File: src/timer_pkg.sv
package timer_pkg;

  // ---------------------------------------------------------------
  // Sizes
  // ---------------------------------------------------------------
  localparam int NUM_MATCH = 4;
  localparam int NUM_CAP   = 3;
  localparam int DATA_W    = 32;
  localparam int ADDR_W    = 8;
  localparam int MCR_W     = 12;
  localparam int CCR_W     = 13;
  localparam int ACT_W     = 8;
  localparam int STAT_W    = 7;

  // ---------------------------------------------------------------
  // Register byte offsets
  // ---------------------------------------------------------------
  localparam logic [ADDR_W-1:0] ADDR_CTRL   = 8'h00;
  localparam logic [ADDR_W-1:0] ADDR_TC     = 8'h04;
  localparam logic [ADDR_W-1:0] ADDR_PR     = 8'h08;
  localparam logic [ADDR_W-1:0] ADDR_PC     = 8'h0C;
  localparam logic [ADDR_W-1:0] ADDR_MCR    = 8'h10;
  localparam logic [ADDR_W-1:0] ADDR_CCR    = 8'h14;
  localparam logic [ADDR_W-1:0] ADDR_EMR    = 8'h18;
  localparam logic [ADDR_W-1:0] ADDR_PWMC   = 8'h1C;
  localparam logic [ADDR_W-1:0] ADDR_MATCH0 = 8'h20;
  localparam logic [ADDR_W-1:0] ADDR_CAP0   = 8'h30;
  localparam logic [ADDR_W-1:0] ADDR_STATUS = 8'h3C;
  localparam logic [ADDR_W-1:0] ADDR_MASK   = 8'h40;
  localparam int                ADDR_STEP   = 4;

  // ---------------------------------------------------------------
  // Field positions
  // ---------------------------------------------------------------
  localparam int CTRL_EN_BIT   = 0;
  localparam int CTRL_HOLD_BIT = 1;
  localparam int CTRL_EXT_BIT  = 2;
  localparam int MCR_STRIDE    = 3;
  localparam int MCR_INT_OFS   = 0;
  localparam int MCR_RST_OFS   = 1;
  localparam int MCR_STOP_OFS  = 2;
  localparam int CCR_STRIDE    = 3;
  localparam int CCR_RISE_OFS  = 0;
  localparam int CCR_FALL_OFS  = 1;
  localparam int CCR_INT_OFS   = 2;
  localparam int CCR_CLR_EN    = 9;
  localparam int CCR_CLR_SEL   = 10;
  localparam int CCR_CLR_FALL  = 12;
  localparam int EMR_ACT_LSB   = 4;
  localparam int STAT_CAP_LSB  = 4;

  // ---------------------------------------------------------------
  // Match output actions
  // ---------------------------------------------------------------
  typedef logic [1:0] act_type;
  localparam act_type ACT_NONE   = 2'h0;
  localparam act_type ACT_LOW    = 2'h1;
  localparam act_type ACT_HIGH   = 2'h2;
  localparam act_type ACT_TOGGLE = 2'h3;

  // ---------------------------------------------------------------
  // Block state
  // ---------------------------------------------------------------
  typedef struct packed {
    logic                              enable;
    logic                              hold;
    logic                              ext_mode;
    logic [DATA_W-1:0]                 tc;
    logic [DATA_W-1:0]                 pc;
    logic [DATA_W-1:0]                 pr;
    logic [MCR_W-1:0]                  mcr;
    logic [CCR_W-1:0]                  ccr;
    logic [ACT_W-1:0]                  emr_act;
    logic [NUM_MATCH-1:0]              mout;
    logic [NUM_MATCH-1:0]              pwm;
    logic [NUM_MATCH-1:0][DATA_W-1:0]  shadow;
    logic [NUM_MATCH-1:0][DATA_W-1:0]  active;
    logic [NUM_CAP-1:0][DATA_W-1:0]    cap;
    logic [STAT_W-1:0]                 status;
    logic [STAT_W-1:0]                 mask;
    logic                              ext_prev;
    logic [NUM_CAP-1:0]                cap_prev;
    logic [DATA_W-1:0]                 rdata;
    logic                              irq;
  } state_type;

endpackage

File: src/timer_capture_match_pwm.sv
`timescale 1ns/1ps
`default_nettype none

module timer_capture_match_pwm
  import timer_pkg::*;
(
  // Clock, reset, enable
  input  wire logic                 clock_i,
  input  wire logic                 srst_i,
  input  wire logic                 ce_i,
  // Register port
  input  wire logic [ADDR_W-1:0]    addr_i,
  input  wire logic [DATA_W-1:0]    wdata_i,
  input  wire logic                 wr_i,
  input  wire logic                 rd_i,
  output logic      [DATA_W-1:0]    rdata_o,
  // Pins
  input  wire logic                 ext_count_i,
  input  wire logic [NUM_CAP-1:0]   cap_i,
  output logic      [NUM_MATCH-1:0] match_o,
  // Interrupt
  output logic                      irq_o
);

  state_type             s_ff;
  state_type             nxt_s;
  logic                  ext_edge;
  logic                  run_step;
  logic                  tick;
  logic [NUM_MATCH-1:0]  match_ev;
  logic [NUM_MATCH-1:0]  rst_sel;
  logic [NUM_MATCH-1:0]  stop_sel;
  logic                  period_rst;
  logic [NUM_CAP-1:0]    cap_rise;
  logic [NUM_CAP-1:0]    cap_fall;
  logic [NUM_CAP-1:0]    cap_ev;
  logic                  cap_clr;
  logic                  wr_tc;
  logic                  wr_pc;
  logic                  wr_ctrl;
  logic                  wr_emr;
  logic [STAT_W-1:0]     stat_set;
  logic [STAT_W-1:0]     stat_clr;

  // ---------------------------------------------------------------
  // Next state
  // ---------------------------------------------------------------
  always_comb begin
    nxt_s    = s_ff;
    stat_set = '0;
    stat_clr = '0;
    wr_tc    = wr_i && (addr_i == ADDR_TC);
    wr_pc    = wr_i && (addr_i == ADDR_PC);
    wr_ctrl  = wr_i && (addr_i == ADDR_CTRL);
    wr_emr   = wr_i && (addr_i == ADDR_EMR);

    // Count source and prescaler terminal count
    ext_edge = ext_count_i & ~s_ff.ext_prev;
    run_step = s_ff.enable & ~s_ff.hold & (s_ff.ext_mode ? ext_edge : 1'b1);
    tick     = run_step & (s_ff.pc == s_ff.pr);

    for (int i = 0; i < NUM_MATCH; i++) begin
      match_ev[i] = tick & (s_ff.tc == s_ff.active[i]);
      rst_sel[i]  = s_ff.mcr[MCR_STRIDE*i + MCR_RST_OFS];
      stop_sel[i] = s_ff.mcr[MCR_STRIDE*i + MCR_STOP_OFS];
      stat_set[i] = match_ev[i] & s_ff.mcr[MCR_STRIDE*i + MCR_INT_OFS];
    end
    period_rst = |(match_ev & rst_sel);

    // Capture edges, judged against the previous sample of each pin
    for (int c = 0; c < NUM_CAP; c++) begin
      cap_rise[c] = cap_i[c] & ~s_ff.cap_prev[c];
      cap_fall[c] = ~cap_i[c] & s_ff.cap_prev[c];
      cap_ev[c]   = (cap_rise[c] & s_ff.ccr[CCR_STRIDE*c + CCR_RISE_OFS])
                  | (cap_fall[c] & s_ff.ccr[CCR_STRIDE*c + CCR_FALL_OFS]);
      stat_set[STAT_CAP_LSB + c] = cap_ev[c] & s_ff.ccr[CCR_STRIDE*c + CCR_INT_OFS];
      if (cap_ev[c]) begin
        nxt_s.cap[c] = s_ff.tc;
      end
    end
    // Selector code 3 names no channel and never clears
    cap_clr = 1'b0;
    if (s_ff.ccr[CCR_CLR_EN] && (s_ff.ccr[CCR_CLR_SEL +: 2] < 2'(NUM_CAP))) begin
      cap_clr = s_ff.ccr[CCR_CLR_FALL] ? cap_fall[s_ff.ccr[CCR_CLR_SEL +: 2]]
                                       : cap_rise[s_ff.ccr[CCR_CLR_SEL +: 2]];
    end

    // Prescaler and counter
    if (run_step) begin
      nxt_s.pc = tick ? '0 : s_ff.pc + 32'h0000_0001;
    end
    if (tick) begin
      nxt_s.tc = period_rst ? '0 : s_ff.tc + 32'h0000_0001;
    end
    if (|(match_ev & stop_sel)) begin
      nxt_s.enable = 1'b0;
    end
    if (cap_clr || s_ff.hold) begin
      nxt_s.tc = '0;
      nxt_s.pc = '0;
    end

    // Match outputs: PWM channels drop at the period start and rise on their match
    for (int i = 0; i < NUM_MATCH; i++) begin
      if (s_ff.pwm[i] && period_rst) begin
        nxt_s.mout[i] = 1'b0;
      end
      if (match_ev[i]) begin
        if (s_ff.pwm[i]) begin
          nxt_s.mout[i] = 1'b1;
        end else begin
          unique case (s_ff.emr_act[2*i +: 2])
            ACT_NONE:   nxt_s.mout[i] = s_ff.mout[i];
            ACT_LOW:    nxt_s.mout[i] = 1'b0;
            ACT_HIGH:   nxt_s.mout[i] = 1'b1;
            ACT_TOGGLE: nxt_s.mout[i] = ~s_ff.mout[i];
          endcase
        end
      end
      // Only a period boundary may move a PWM compare, so a late write cannot split a pulse
      if (!s_ff.pwm[i] || period_rst) begin
        nxt_s.active[i] = s_ff.shadow[i];
      end
    end

    // Register writes win over the counting logic
    if (wr_i) begin
      unique case (addr_i)
        ADDR_CTRL: begin
          nxt_s.enable   = wdata_i[CTRL_EN_BIT];
          nxt_s.hold     = wdata_i[CTRL_HOLD_BIT];
          nxt_s.ext_mode = wdata_i[CTRL_EXT_BIT];
        end
        ADDR_TC:     nxt_s.tc      = wdata_i;
        ADDR_PR:     nxt_s.pr      = wdata_i;
        ADDR_PC:     nxt_s.pc      = wdata_i;
        ADDR_MCR:    nxt_s.mcr     = wdata_i[MCR_W-1:0];
        ADDR_CCR:    nxt_s.ccr     = wdata_i[CCR_W-1:0];
        ADDR_EMR: begin
          nxt_s.mout    = wdata_i[NUM_MATCH-1:0];
          nxt_s.emr_act = wdata_i[EMR_ACT_LSB +: ACT_W];
        end
        ADDR_PWMC:   nxt_s.pwm     = wdata_i[NUM_MATCH-1:0];
        ADDR_STATUS: stat_clr      = wdata_i[STAT_W-1:0];
        ADDR_MASK:   nxt_s.mask    = wdata_i[STAT_W-1:0];
        default: begin
          for (int i = 0; i < NUM_MATCH; i++) begin
            if (addr_i == ADDR_W'(ADDR_MATCH0 + ADDR_STEP*i)) begin
              nxt_s.shadow[i] = wdata_i;
            end
          end
        end
      endcase
    end

    // A new event outlives a write-one-to-clear in the same cycle
    nxt_s.status = (s_ff.status & ~stat_clr) | stat_set;
    nxt_s.irq    = |(nxt_s.status & nxt_s.mask);

    // Read data stands only in the cycle after the strobe
    nxt_s.rdata = '0;
    if (rd_i) begin
      unique case (addr_i)
        ADDR_CTRL:   nxt_s.rdata = DATA_W'({s_ff.ext_mode, s_ff.hold, s_ff.enable});
        ADDR_TC:     nxt_s.rdata = s_ff.tc;
        ADDR_PR:     nxt_s.rdata = s_ff.pr;
        ADDR_PC:     nxt_s.rdata = s_ff.pc;
        ADDR_MCR:    nxt_s.rdata = DATA_W'(s_ff.mcr);
        ADDR_CCR:    nxt_s.rdata = DATA_W'(s_ff.ccr);
        ADDR_EMR:    nxt_s.rdata = DATA_W'({s_ff.emr_act, s_ff.mout});
        ADDR_PWMC:   nxt_s.rdata = DATA_W'(s_ff.pwm);
        ADDR_STATUS: nxt_s.rdata = DATA_W'(s_ff.status);
        ADDR_MASK:   nxt_s.rdata = DATA_W'(s_ff.mask);
        default: begin
          for (int i = 0; i < NUM_MATCH; i++) begin
            if (addr_i == ADDR_W'(ADDR_MATCH0 + ADDR_STEP*i)) begin
              nxt_s.rdata = s_ff.shadow[i];
            end
          end
          for (int c = 0; c < NUM_CAP; c++) begin
            if (addr_i == ADDR_W'(ADDR_CAP0 + ADDR_STEP*c)) begin
              nxt_s.rdata = s_ff.cap[c];
            end
          end
        end
      endcase
    end

    nxt_s.ext_prev = ext_count_i;
    nxt_s.cap_prev = cap_i;
  end

  // ---------------------------------------------------------------
  // State register
  // ---------------------------------------------------------------
  always_ff @(posedge clock_i) begin
    if (srst_i) begin
      s_ff <= '0;
    end else if (ce_i) begin
      s_ff <= nxt_s;
    end
  end

  assign rdata_o = s_ff.rdata;
  assign match_o = s_ff.mout;
  assign irq_o   = s_ff.irq;
endmodule

`default_nettype wire

File: config.mk
export PLATFORM = sky130hd
export DESIGN_NAME = timer_capture_match_pwm
export DESIGN_NICKNAME = d
export VERILOG_FILES = /design/src/timer_pkg.sv /design/src/timer_capture_match_pwm.sv
export SDC_FILE = /design/constraint.sdc
export NUM_CORES = 1
export LEC_CHECK = 0
export BUFFER_PORTS_ARGS = -buffer_cell sky130_fd_sc_hd__buf_2
export CAP_MARGIN = 20
export CORE_ASPECT_RATIO = 1.4
export CORE_MARGIN = 2
export CORE_UTILIZATION = 30
export DETAILED_ROUTE_END_ITERATION = 12
export PLACE_DENSITY = 0.55
export SLEW_MARGIN = 25
export SYNTH_ARGS = -nofsm -noshare
export SYNTH_HDL_FRONTEND = slang
export SYNTH_SLANG_ARGS = --single-unit
export TNS_END_PERCENT = 1
File: constraint.sdc
create_clock -name clock_i -period 7.7 [get_ports clock_i]
set_clock_uncertainty 0.05 [all_clocks]
set_input_delay 0.385 -clock clock_i [delete_from_list [all_inputs] [get_ports clock_i]]
set_output_delay 0.385 -clock clock_i [all_outputs]
set_load 0.05 [all_outputs]
After elaboration in Yosys (flattened, before gate mapping)
Index checks and enable logic that the tools add are counted.
{"block": "word_totals", "regBits": 543, "latchBits": 0, "ramBits": 0, "romBits": 0, "inputBits": 49, "out_inout_bits": 37, "wordCells": 210, "memories": 0}
{"block": "op_classes", "addsub": 2, "multipliers": 0, "div": 0, "n_lt_le_gt_ge": 2, "n_eq_ne": 33, "n_shift": 0, "muxes": 56, "bitwise": 49, "reduce_logical": 40}
{"operator": "$mux 32", "n": 19}
{"operator": "$pmux 32 s10", "n": 1}
{"operator": "$mux 268", "n": 1}
{"operator": "$eq 32x32->1", "n": 5}
{"operator": "$mux 128", "n": 1}
{"operator": "$add 32x1->32 const B", "n": 2}
{"operator": "$eq 8x6->1 const B", "n": 8}
{"operator": "$mux 64", "n": 1}
{"operator": "$eq 8x5->1 const B", "n": 4}
{"operator": "$mux 7", "n": 4}
{"operator": "$and 1x1->1", "n": 27}
{"operator": "$mux 12", "n": 2}
{"operator": "$mux 1", "n": 18}
{"operator": "$reduce_and 3->1", "n": 6}
{"operator": "$eq 2x2->1 const B", "n": 8}
{"operator": "$eq 8x4->1 const B", "n": 2}
{"operator": "$pmux 1 s4", "n": 4}
{"operator": "$reduce_and 4->1", "n": 4}
{"operator": "$and 7x7->7", "n": 2}
{"operator": "$reduce_and 2->1", "n": 7}
{"operator": "$mux 13", "n": 1}
{"operator": "$not 1->1", "n": 13}
{"operator": "$reduce_or 10->1", "n": 1}
{"operator": "$and 4x4->4", "n": 2}
{"operator": "other kinds (18)", "n": 39}

Logic depth before layout (Yosys ltp)
Gate-level depths: netlist (run 1).
{"block": "logic_depth", "word_depth": 13, "depth_mapped": 11, "ltp_nobuf": 8}

Worst setup path after synthesis (run 1)
OpenSTA, ideal clock, no wires.
{"block": "synth_timing", "path_type": "input to register", "from": "input addr_i[2]", "to": "register s_ff, in the netlist irq_o", "setup_time_ns": 0.133, "t_arrival_ns": 2.332, "required_time_ns": 7.517, "slack_ns": 5.185, "cell_stages": 10, "n_path_buf": 2, "path_cell_list": "clkbuf_1 > or4_1 > buf_2 > nor4_2 > nand2_2 > mux2_2 > nand3_1 > o21ai_0 > nor3_1 > a311oi_1"}
{"block": "synth_via", "elab_chain_cells": 8, "word_cells_on_any_way": 11, "classes_between": "eq/ne (2); mux (4); bitwise (4); reduce/logical (1)"}
{"item": "start: declaration", "line_no": "timer_capture_match_pwm.sv:12", "rtl": "input wire logic [ADDR_W-1:0] addr_i,"}
{"item": "$eq 8x6->1", "line_no": "timer_capture_match_pwm.sv:128", "rtl": "unique case (addr_i)"}
{"item": "$mux 7", "line_no": "timer_capture_match_pwm.sv:128"}
{"item": "$mux 7", "line_no": "timer_capture_match_pwm.sv:127", "rtl": "if (wr_i) begin"}
{"item": "$not 7->7", "line_no": "timer_capture_match_pwm.sv:157", "rtl": "nxt_s.status = (s_ff.status & ~stat_clr) | stat_set;"}
{"item": "$and 7x7->7", "line_no": "timer_capture_match_pwm.sv:157"}
{"item": "$or 7x7->7", "line_no": "timer_capture_match_pwm.sv:157"}
{"item": "$and 7x7->7 *", "line_no": "timer_capture_match_pwm.sv:158", "rtl": "nxt_s.irq = |(nxt_s.status & nxt_s.mask);"}
{"item": "$reduce_or 7->1 *", "line_no": "timer_capture_match_pwm.sv:158"}
{"item": "end signal: assignment", "line_no": "timer_capture_match_pwm.sv:200", "rtl": "s_ff <= nxt_s;"}
{"item": "end: declaration", "line_no": "timer_capture_match_pwm.sv:25", "rtl": "state_type s_ff;"}
Mark *: on every way between the ends. The rest lies on a longest branch, timed or not.
A chain may end at the register's enable or synchronous reset.

Worst setup path in the final report (run 1)
{"block": "layout_timing", "from": "register s_ff[523] (netlist bit)", "to": "register s_ff[163] (netlist bit)"}
{"block": "layout_via", "elab_chain_cells": 6, "word_cells_on_any_way": 12, "classes_between": "eq/ne (4); bitwise (5); reduce/logical (3)"}
{"item": "$eq 32x32->1", "line_no": "timer_capture_match_pwm.sv:63", "rtl": "match_ev[i] = tick & (s_ff.tc == s_ff.active[i]);"}
{"item": "$and 1x1->1", "line_no": "timer_capture_match_pwm.sv:63"}
{"item": "$and 4x4->4 *", "line_no": "timer_capture_match_pwm.sv:68", "rtl": "period_rst = |(match_ev & rst_sel);"}
{"item": "$reduce_or 4->1 *", "line_no": "timer_capture_match_pwm.sv:68"}
{"item": "$logic_or 1x1->1 *", "line_no": "timer_capture_match_pwm.sv:121", "rtl": "if (!s_ff.pwm[i] || period_rst) begin"}
{"item": "$reduce_and 2->1 (no line) *"}
Marks and branches as above.

==> results of run 1 <==
-- worst paths after layout --
check	start	end
max	s_ff[523]$_SDFFE_PP0P_	s_ff[163]$_SDFFE_PP0P_
max reg2reg	s_ff[523]$_SDFFE_PP0P_	s_ff[163]$_SDFFE_PP0P_
min reg2reg	s_ff[128]$_SDFFE_PP0P_	s_ff[128]$_SDFFE_PP0P_
min	cap_i[2]	s_ff[35]$_SDFFE_PP0P_
-- through the flow --
step	hold WS [ns]	power, mW	setup slack, ns	util (%)
global route	0.0267	5.86	3.46	33.4
floorplan	0.376	3.04	5.18	-
CTS	0.00417	5.75	3.55	33.4
detailed placement	0.396	3.15	3.57	31.3
global placement	0.388	3.15	3.62	31.3
finish	0.0106	5.74	3.51	33.4
-- layer usage --
layer	share of wire, %	GRT usage [%]	vias to the layer above
li1	-	-	10827
met1	37	27.5	11546
met2	48	42.4	1135
met3	6.3	3.23	338
met4	8.4	18.6	2
met5	0.017	0	-
-- what timing repair did --
item,in CTS,in global routing
endpoints found under the hold margin,3,0
hold buffers,3,0
setup endpoints to repair,0,0
-- power by group through the flow --
stage	logic [mW]	registers, mW	clock network (mW)
finish	0.266	2.83	2.64
floorplan	0.150	2.89	0
global placement	0.259	2.89	0
detailed placement	0.258	2.89	0
CTS	0.260	2.83	2.66
global route	0.273	2.83	2.76
-- area by class of cell --
class	instances	area share (%)
antenna	1	0.00888
clock buffer	79	5.55
clock inverter	13	0.439
inverter	16	0.213
multi-input combinational	2294	47.1
sequential	543	38.6
tap	1088	4.83
timing repair buffer	147	3.27
-- worst min-delay path: stages --
cell and delay (ns):
sky130_fd_sc_hd__buf_2 0.11, sky130_fd_sc_hd__mux2i_1 0.07, sky130_fd_sc_hd__nor2_1 0.08
-- state kept, by name, summed over array words and instances (netlist names) --
name and flops:
s_ff 502, rdata_o 32, match_o 4, rst_sel 4, irq_o 1
-- logic make-up after synthesis --
family	share of synthesized area, %
AOI/OAI and AO/OA	18.2
xor gates and xnor gates	6.04
adders and majority gates	0.0977
buffers and inverters	6.11
DFF	42.5
muxes	5.58
and+or+nand+nor	21.5
-- cell usage in the layout (no fill, tap or decap), types with 16 or more instances in the layout --
cell	n
sky130_fd_sc_hd__xnor2_1	102
sky130_fd_sc_hd__nand3_1	86
sky130_fd_sc_hd__a222oi_1	73
sky130_fd_sc_hd__and3_1	18
sky130_fd_sc_hd__nor2_1	228
sky130_fd_sc_hd__o21ai_0	48
sky130_fd_sc_hd__mux2i_1	136
sky130_fd_sc_hd__nor3_1	19
sky130_fd_sc_hd__nand4_1	80
sky130_fd_sc_hd__a22oi_1	94
sky130_fd_sc_hd__buf_2	83
sky130_fd_sc_hd__a21oi_1	344
sky130_fd_sc_hd__nand2_1	719
sky130_fd_sc_hd__xor2_1	69
sky130_fd_sc_hd__dfxtp_1	543
sky130_fd_sc_hd__nor4_1	25
sky130_fd_sc_hd__a31oi_1	17
sky130_fd_sc_hd__a211oi_1	16
sky130_fd_sc_hd__clkbuf_16	53
sky130_fd_sc_hd__buf_4	59
==> parameters.txt, run 1 <==
Parameter                              Value

Global routing
  Largest net degree at the start of global routing    ~170
  Total grt overflow    0
  Global-route wire length before repair    approximately 160 mm
  Global-route total usage across every layer    around a quarter
  Number of global-route vias before repair    approximately 22000
  Initial antenna violation count    4

Worst setup path
  Family of cells with the greatest summed delay on the critical path    simple AND/OR/NAND/NOR gates
  Path type of the worst setup path    reg2reg
  Critical Path, Cell by Cell    xor2_1 -> nor4_1 -> nand4_1 -> or3_1 -> a41oi_4 -> o21ai_4 -> buf_4 -> mux2i_1 -> nor2_1
  Required time worst endpoint    ~8 ns
  Crit-path max FO    32
  Crit path depth    9
  Delay of the slowest critical-path stage    0.81 ns
  Buffering stage count on the worst path with inverters included    1
  Capturing element type of the critical path    flop
  Kind of start point of the critical path    flop
  Number of cells on the worst reg-to-reg path    9
  Setup slack of the most critical reg-to-reg path    3.51 ns
  Critical Path Slowest Stage Cell    sky130_fd_sc_hd__dfxtp_1
  Worst endpoint data arrival time    around 4.6 ns

Synth
  Synth area leader    sky130_fd_sc_hd__dfxtp_1
  Top cells by area in the synthesized netlist    sky130_fd_sc_hd__dfxtp_1, sky130_fd_sc_hd__nand2_1, sky130_fd_sc_hd__a21oi_1
  Warnings from Yosys    0
  Area of the mapped netlist    around 0.026 sq mm
  Post-synthesis sequential element count    between 500 and 600
  Post-synth top flop    sky130_fd_sc_hd__dfxtp_1
  Number of enable flip-flop cells after synthesis    0
  Top cells by instance count after synthesis    sky130_fd_sc_hd__nand2_1, sky130_fd_sc_hd__dfxtp_1, sky130_fd_sc_hd__a21oi_1
  Instance count of the mapped netlist    3162
  Sequential fraction of the synthesis area    ~42%
  Net count of the mapped netlist    ~3200
  Top-count cell post-synth    sky130_fd_sc_hd__nand2_1
  FFs w/ async S/R, synth    0%
  Mean instance size in the synthesized netlist    8.10 sq um
  Fraction of synthesized cell area taken by the top area cell type    42.5%
  Cell variety after synth    ~70

Clocking
  Clock insertion delay at the later pin of the skew report    around 0.62 ns
  Clock tree sinks    543
  Clock buffers created by TritonCTS    51
  Number of gates resized after CTS    0
  Root Buffer Master    sky130_fd_sc_hd__clkbuf_16
  Clock buffer depth    3
  Number of buffers inserted to repair setup after CTS    0
  Clk slew on worst S/H paths    0.07 ns
  CTS H-Tree Depth    2
  TritonCTS clock tree    done

Job
  Max-cap check violation count    0

Floorplanning
  Number of rows created at floorplan    around 130
  Die height    350 um
  Floorplan core area    between 0.08 and 0.09 sq mm
  Initial core utilization    around 30%
  Top-level I/O count    between 80 and 90
  Die X-Extent    251 um
  Die area    slightly below 0.09 sq mm

Final layout
  Fraction of layout instances using a drive strength above 1    about 8.8%
  Post-Layout Cell Count    4181
  FF/Latch Area    about 0.011 sq mm
  Area of the multi-input gates    0.0133 sq mm
  Final-stage net count    between 3000 and 4000
  Final cell area excluding filler cells    around 0.028 sq mm
  Area growth from synthesis to layout    10.1%
  Number of filler instances in the final layout    8947

Outcome
  Status    finished, final reports clean

Drt
  Number of DRC markers in iteration 0    around 3200
  Wirelength per Cell    between 20 and 30 um
  Via density    approximately 5.7
  Final Routed Wirelength    ~110 mm
  Total vias in the final route    between 20000 and 25000
  Detailed-router iteration count before antenna repair    6
  Post-detailed-route count of antenna-violating nets    0
  Total DRC errors in the routed layout    0

Pwr
  Clock share of power    ~46%
  Net Sw Power    between 1 and 1.5 mW
  Leakage power of the design    9.83 nW
  Switching power share of the total    around 24%
  Gate power share    4.6%
  Max IR drop VDD    approximately 0.15 mV
  Power density of the placed cells    between 200 and 250 mW/mm^2
  Internal Pwr Total    about 4.3 mW
  Share of total power in sequential cells    between 40% and 50%

STA
  RSZ-0062 raised after global routing    no
  Final critical-path share of the clock period    between 50% and 60%
  Final-report max-slew violation count    0
  Highest attainable clock frequency    around 240 MHz
  Setup total negative slack    0 ns
  Final Hold Violating Endpoints    0
  Relative slew slack    around 28%
  Tmin final    roughly 4.2 ns
  Setup-violating endpoint count in the final report    0
  Measured slew at the worst slew-check pin    approximately 1.1 ns

Worst hold path
  Depth of the worst hold-timing path    3
  Hold WC Path Type    in2reg

Placement
  Post-detailed-placement half-perimeter wirelength    75.3 mm
  Total placed instance area    0.0265 sq mm
  Number of placed cells counting well taps    4085
  Routability cong.    slightly above 0.9
  Number of buffers added on ports    85
No activity file was read; power rests on OpenSTA's default activity.
==> inputs of run 2 (changes only) <==
--- a/config.mk
+++ b/config.mk
@@ -5,6 +5,7 @@
 export SDC_FILE = /design/constraint.sdc
 export NUM_CORES = 1
 export LEC_CHECK = 0
+export ABC_AREA = 1
 export BUFFER_PORTS_ARGS = -buffer_cell sky130_fd_sc_hd__buf_2
 export CAP_MARGIN = 20
 export CORE_ASPECT_RATIO = 1.4
==> constraint.sdc (replaced) <==
create_clock -name clock_i -period 4.25 [get_ports clock_i]
set_clock_uncertainty 0.05 [all_clocks]
set_input_delay 0.2125 -clock clock_i [delete_from_list [all_inputs] [get_ports clock_i]]
set_output_delay 0.2125 -clock clock_i [all_outputs]
set_load 0.05 [all_outputs]
==> parameters.txt, run 2 <==
Parameter                              Value

Pwr
  Leakage power of the design    12.1 nW (+23%)
  Internal Pwr Total    8.48 mW (+96%)
  Clock share of power    44.9% (-1.1 points)
  Share of total power in sequential cells    46.1% (-3.2 points)
  Power density of the placed cells    376 mW/mm^2 (+85%)
  Net Sw Power    3.10 mW (+120%)
  Switching power share of the total    26.8% (+2.4 points)
  Gate power share    9.0% (+4.4 points)
  Max IR drop VDD    0.305 mV (+110%)

Final layout
  Antenna fix cells    0 (-1)
  Area growth from synthesis to layout    12.5%
  Number of filler instances in the final layout    9903 (+11%)
  Fraction of layout instances using a drive strength above 1    8.57% (-0.23 points)
  FF/Latch Area    0.0109 sq mm (unchanged)
  Number of flip-flops in the largest register    502 (unchanged)
  Most common cell after layout, fill and taps aside    sky130_fd_sc_hd__nand2_1
  Area of the multi-input gates    0.0136 sq mm (+2.1%)
  Final-stage net count    3922 (+26%)
  Post-layout util    33.9% (+0.50 points)
  Commonest cells after routing, fill and taps aside    sky130_fd_sc_hd__nand2_1, sky130_fd_sc_hd__a21oi_1, sky130_fd_sc_hd__dfxtp_1
  Largest register by flop count    s_ff

Synth
  Fraction of synthesized cell area taken by the top area cell type    39.8% (-2.7 points)
  Sequential fraction of the synthesis area    39.8% (-2.7 points)
  Warnings from Yosys    0 (unchanged)
  Net count of the mapped netlist    3984 (+24%)
  FFs w/ async S/R, synth    0% (unchanged)
  Post-synthesis sequential element count    543 (unchanged)
  Top cells by area in the synthesized netlist    sky130_fd_sc_hd__dfxtp_1, sky130_fd_sc_hd__a21oi_1, sky130_fd_sc_hd__nand2_1
  Mean instance size in the synthesized netlist    6.95 sq um (-14%)
  Top-count cell post-synth    sky130_fd_sc_hd__nand2_1
  Cell variety after synth    45 (-35%)
  Area of the mapped netlist    0.0273 sq mm (+6.8%)
  Post-synth top flop    sky130_fd_sc_hd__dfxtp_1
  Instance count of the mapped netlist    3933 (+24%)
  Synth area leader    sky130_fd_sc_hd__dfxtp_1
  Number of enable flip-flop cells after synthesis    0 (unchanged)
  Top cells by instance count after synthesis    sky130_fd_sc_hd__nand2_1, sky130_fd_sc_hd__a21oi_1, sky130_fd_sc_hd__dfxtp_1

Worst setup path
  Worst r2r src    s_ff[533]$_SDFFE_PP0P_
  Kind of start point of the critical path    flop
  Critical Path, Cell by Cell    inv_2 -> nand2_1 -> nand2_1 -> nor2_1 -> nand2_1 -> nor2_1 -> nand2_1 -> nor2_2 -> nand3_1 -> nand2_2 -> nor2_8 -> nand2_8 -> nand2_2 -> buf_4 -> nand2_1 -> a21oi_1
  Required time worst endpoint    4.68 ns (-3.42 ns)
  Critical Path Most Common Cell    sky130_fd_sc_hd__nand2_1
  Capturing element type of the critical path    flop
  Critical Path Slowest Stage Cell    sky130_fd_sc_hd__dfxtp_1
  Number of cells on the worst reg-to-reg path    16 (+7)
  Crit-path max FO    23 (-28%)
  Delay of the slowest critical-path stage    0.62 ns (-0.19 ns)
  Worst Setup SP    s_ff[533]$_SDFFE_PP0P_
  Path type of the worst setup path    reg2reg
  Worst endpoint data arrival time    4.38 ns (-0.21 ns)
  Setup slack of the most critical reg-to-reg path    0.31 ns (-3.20 ns)

STA
  Measured slew at the worst slew-check pin    1.00 ns (-0.0769 ns)
  Relative slew slack    33.1% (+5.1 points)
  Final critical-path share of the clock period    92.8% (+38 points)
  Final Hold Violating Endpoints    0 (unchanged)
  Setup total negative slack    0 ns (unchanged)
  Setup-violating endpoint count in the final report    0 (unchanged)
  Highest attainable clock frequency    254 MHz (+6.3%)
  Final-report max-slew violation count    0 (unchanged)
  RSZ-0062 raised after global routing    no
  Tmin final    3.94 ns (-0.248 ns)

Placement
  Number of buffers added on ports    85 (unchanged)
  Routability cong.    0.987 (+6.6%)
  Post-detailed-placement half-perimeter wirelength    83.7 mm (+11%)

Drt
  Via density    5.34 (-6.3%)
  Final Routed Wirelength    119 mm (+7.3%)
  Wirelength per Cell    23.3 um (-12%)
  Number of DRC markers in iteration 0    2708 (-15%)
  Total vias in the final route    27284 (+14%)
  Post-detailed-route count of antenna-violating nets    0 (unchanged)
  Detailed-router iteration count before antenna repair    5 (-1)
  Total DRC errors in the routed layout    0 (unchanged)

Clocking
  Clock tree sinks    543 (unchanged)
  Number of buffers inserted to repair setup after CTS    0 (unchanged)
  CTS H-Tree Depth    2 (unchanged)
  Clock buffer depth    3 (unchanged)
  Clock buffers created by TritonCTS    55 (+7.8%)
  Clock insertion delay at the later pin of the skew report    0.67 ns (+0.05 ns)
  TritonCTS clock tree    done
  Root Buffer Master    sky130_fd_sc_hd__clkbuf_16
  Clk slew on worst S/H paths    0.07 ns (about the same)

Floorplanning
  Floorplan core area    0.0908 sq mm (+7.5%)
  Die area    0.0936 sq mm (+6.7%)
  Top-level I/O count    86 (unchanged)
  Initial core utilization    30.1% (-0.19 points)
  Number of rows created at floorplan    131 (+4.0%)
  Die height    361 um (+3.3%)
  Die X-Extent    259 um (+3.3%)

Outcome
  Status    finished, final reports clean

Worst hold path
  Start point of the worst hold path    wr_i
  Depth of the worst hold-timing path    4 (+1)
  Hold WC Path Type    in2reg

Global routing
  Global-route wire length before repair    172 mm (+8.7%)
  Number of global-route vias before repair    25728 (+15%)
  Total grt overflow    0 (unchanged)
  Largest net degree at the start of global routing    150 (-9.6%)
  Initial antenna violation count    1 (-3)
  Global-route total usage across every layer    24.7% (+0.15 points)

Job
  Max-cap check violation count    0 (unchanged)
[run 2: cell count changes after synthesis, moves of 43 or more]
cell	delta
sky130_fd_sc_hd__nand4_1	-45
sky130_fd_sc_hd__o22ai_1	+56
sky130_fd_sc_hd__xnor2_1	-63
sky130_fd_sc_hd__a21oi_1	+205
sky130_fd_sc_hd__inv_1	+322
sky130_fd_sc_hd__a22oi_1	-93
sky130_fd_sc_hd__mux2i_1	-136
sky130_fd_sc_hd__nand2_1	-43
sky130_fd_sc_hd__nand3_1	+152
sky130_fd_sc_hd__o21ai_0	+405
sky130_fd_sc_hd__nor2_1	+71
sky130_fd_sc_hd__a222oi_1	-73
[run 2: metal layers]
metal / global-route usage [%] / vias to the layer above / share of wire, %
met5: 0 / - / 0
met4: 19.1 / 0 / 8.9
met3: 3.41 / 368 / 5.8
met2: 41.1 / 1111 / 47
met1: 28.4 / 12811 / 38
li1: - / 12994 / -
[run 2: cell type report]
type / count / share of cell area (%)
clock buffer: 77 / 5.27
clock inverter: 19 / 0.854
inverter: 378 / 4.64
multi-input combinational: 2700 / 44.1
sequential: 543 / 35.4
tap: 1197 / 4.87
timing repair buffer: 193 / 4.87
[run 2: cells by family after synthesis]
group / count (synthesis) / synth area share, %
buffers and inverters: 690 / 10.8
and+or+nand+nor: 1340 / 20.7
xor gates and xnor gates: 140 / 4.48
AOI/OAI and AO/OA: 1218 / 24.1
adders and majority gates: 2 / 0.0915
DFF: 543 / 39.8
[run 2: power groups by stage]
stage	Clock, mW	Sequential, mW	Combinational (mW)
2_1_floorplan	0	5.36	0.708
3_3_place_gp	0	5.45	0.992
3_5_place_dp	0	5.45	0.994
4_1_cts	5.27	5.33	1.03
5_1_grt	5.44	5.34	1.14
6_report	5.20	5.34	1.04
[run 2: final timing paths]
path                                               end
worst max-delay path            s_ff[160]$_SDFFE_PP0P_
worst min-delay path             s_ff[49]$_SDFFE_PP0P_
worst max register to register  s_ff[160]$_SDFFE_PP0P_
worst min register to register   s_ff[36]$_SDFFE_PP0P_
[run 2: worst max-delay path, delay by kind of cell, from the launching register on]
kind	cells	cell delay (ns)
buffers and inverters	2	0.60
AO/OA/AOI/OAI	1	0.06
flip-flops	1	0.62
AND/OR/NAND/NOR	13	2.40
[run 2: through the flow]
step                power [mW]  cell area (sq um)  worst slack (ns)  hold WS (ns)  instances
floorplan                 6.07              27300              2.21         0.310       3933
global placement          6.44              28500             0.685         0.393       4972
finish                    11.6              30800             0.306        0.0541       5107
detailed placement        6.44              28500             0.628         0.399       4972
global route              11.9              30800             0.150        0.0614       5107
CTS                       11.6              30800             0.604        0.0220       5107
[run 2: repair_timing]
action,4_1_cts,5_1_grt
hold endpoints to repair,187,0
setup endpoints to repair,0,0
resized for setup,0,0
hold buffers,39,0
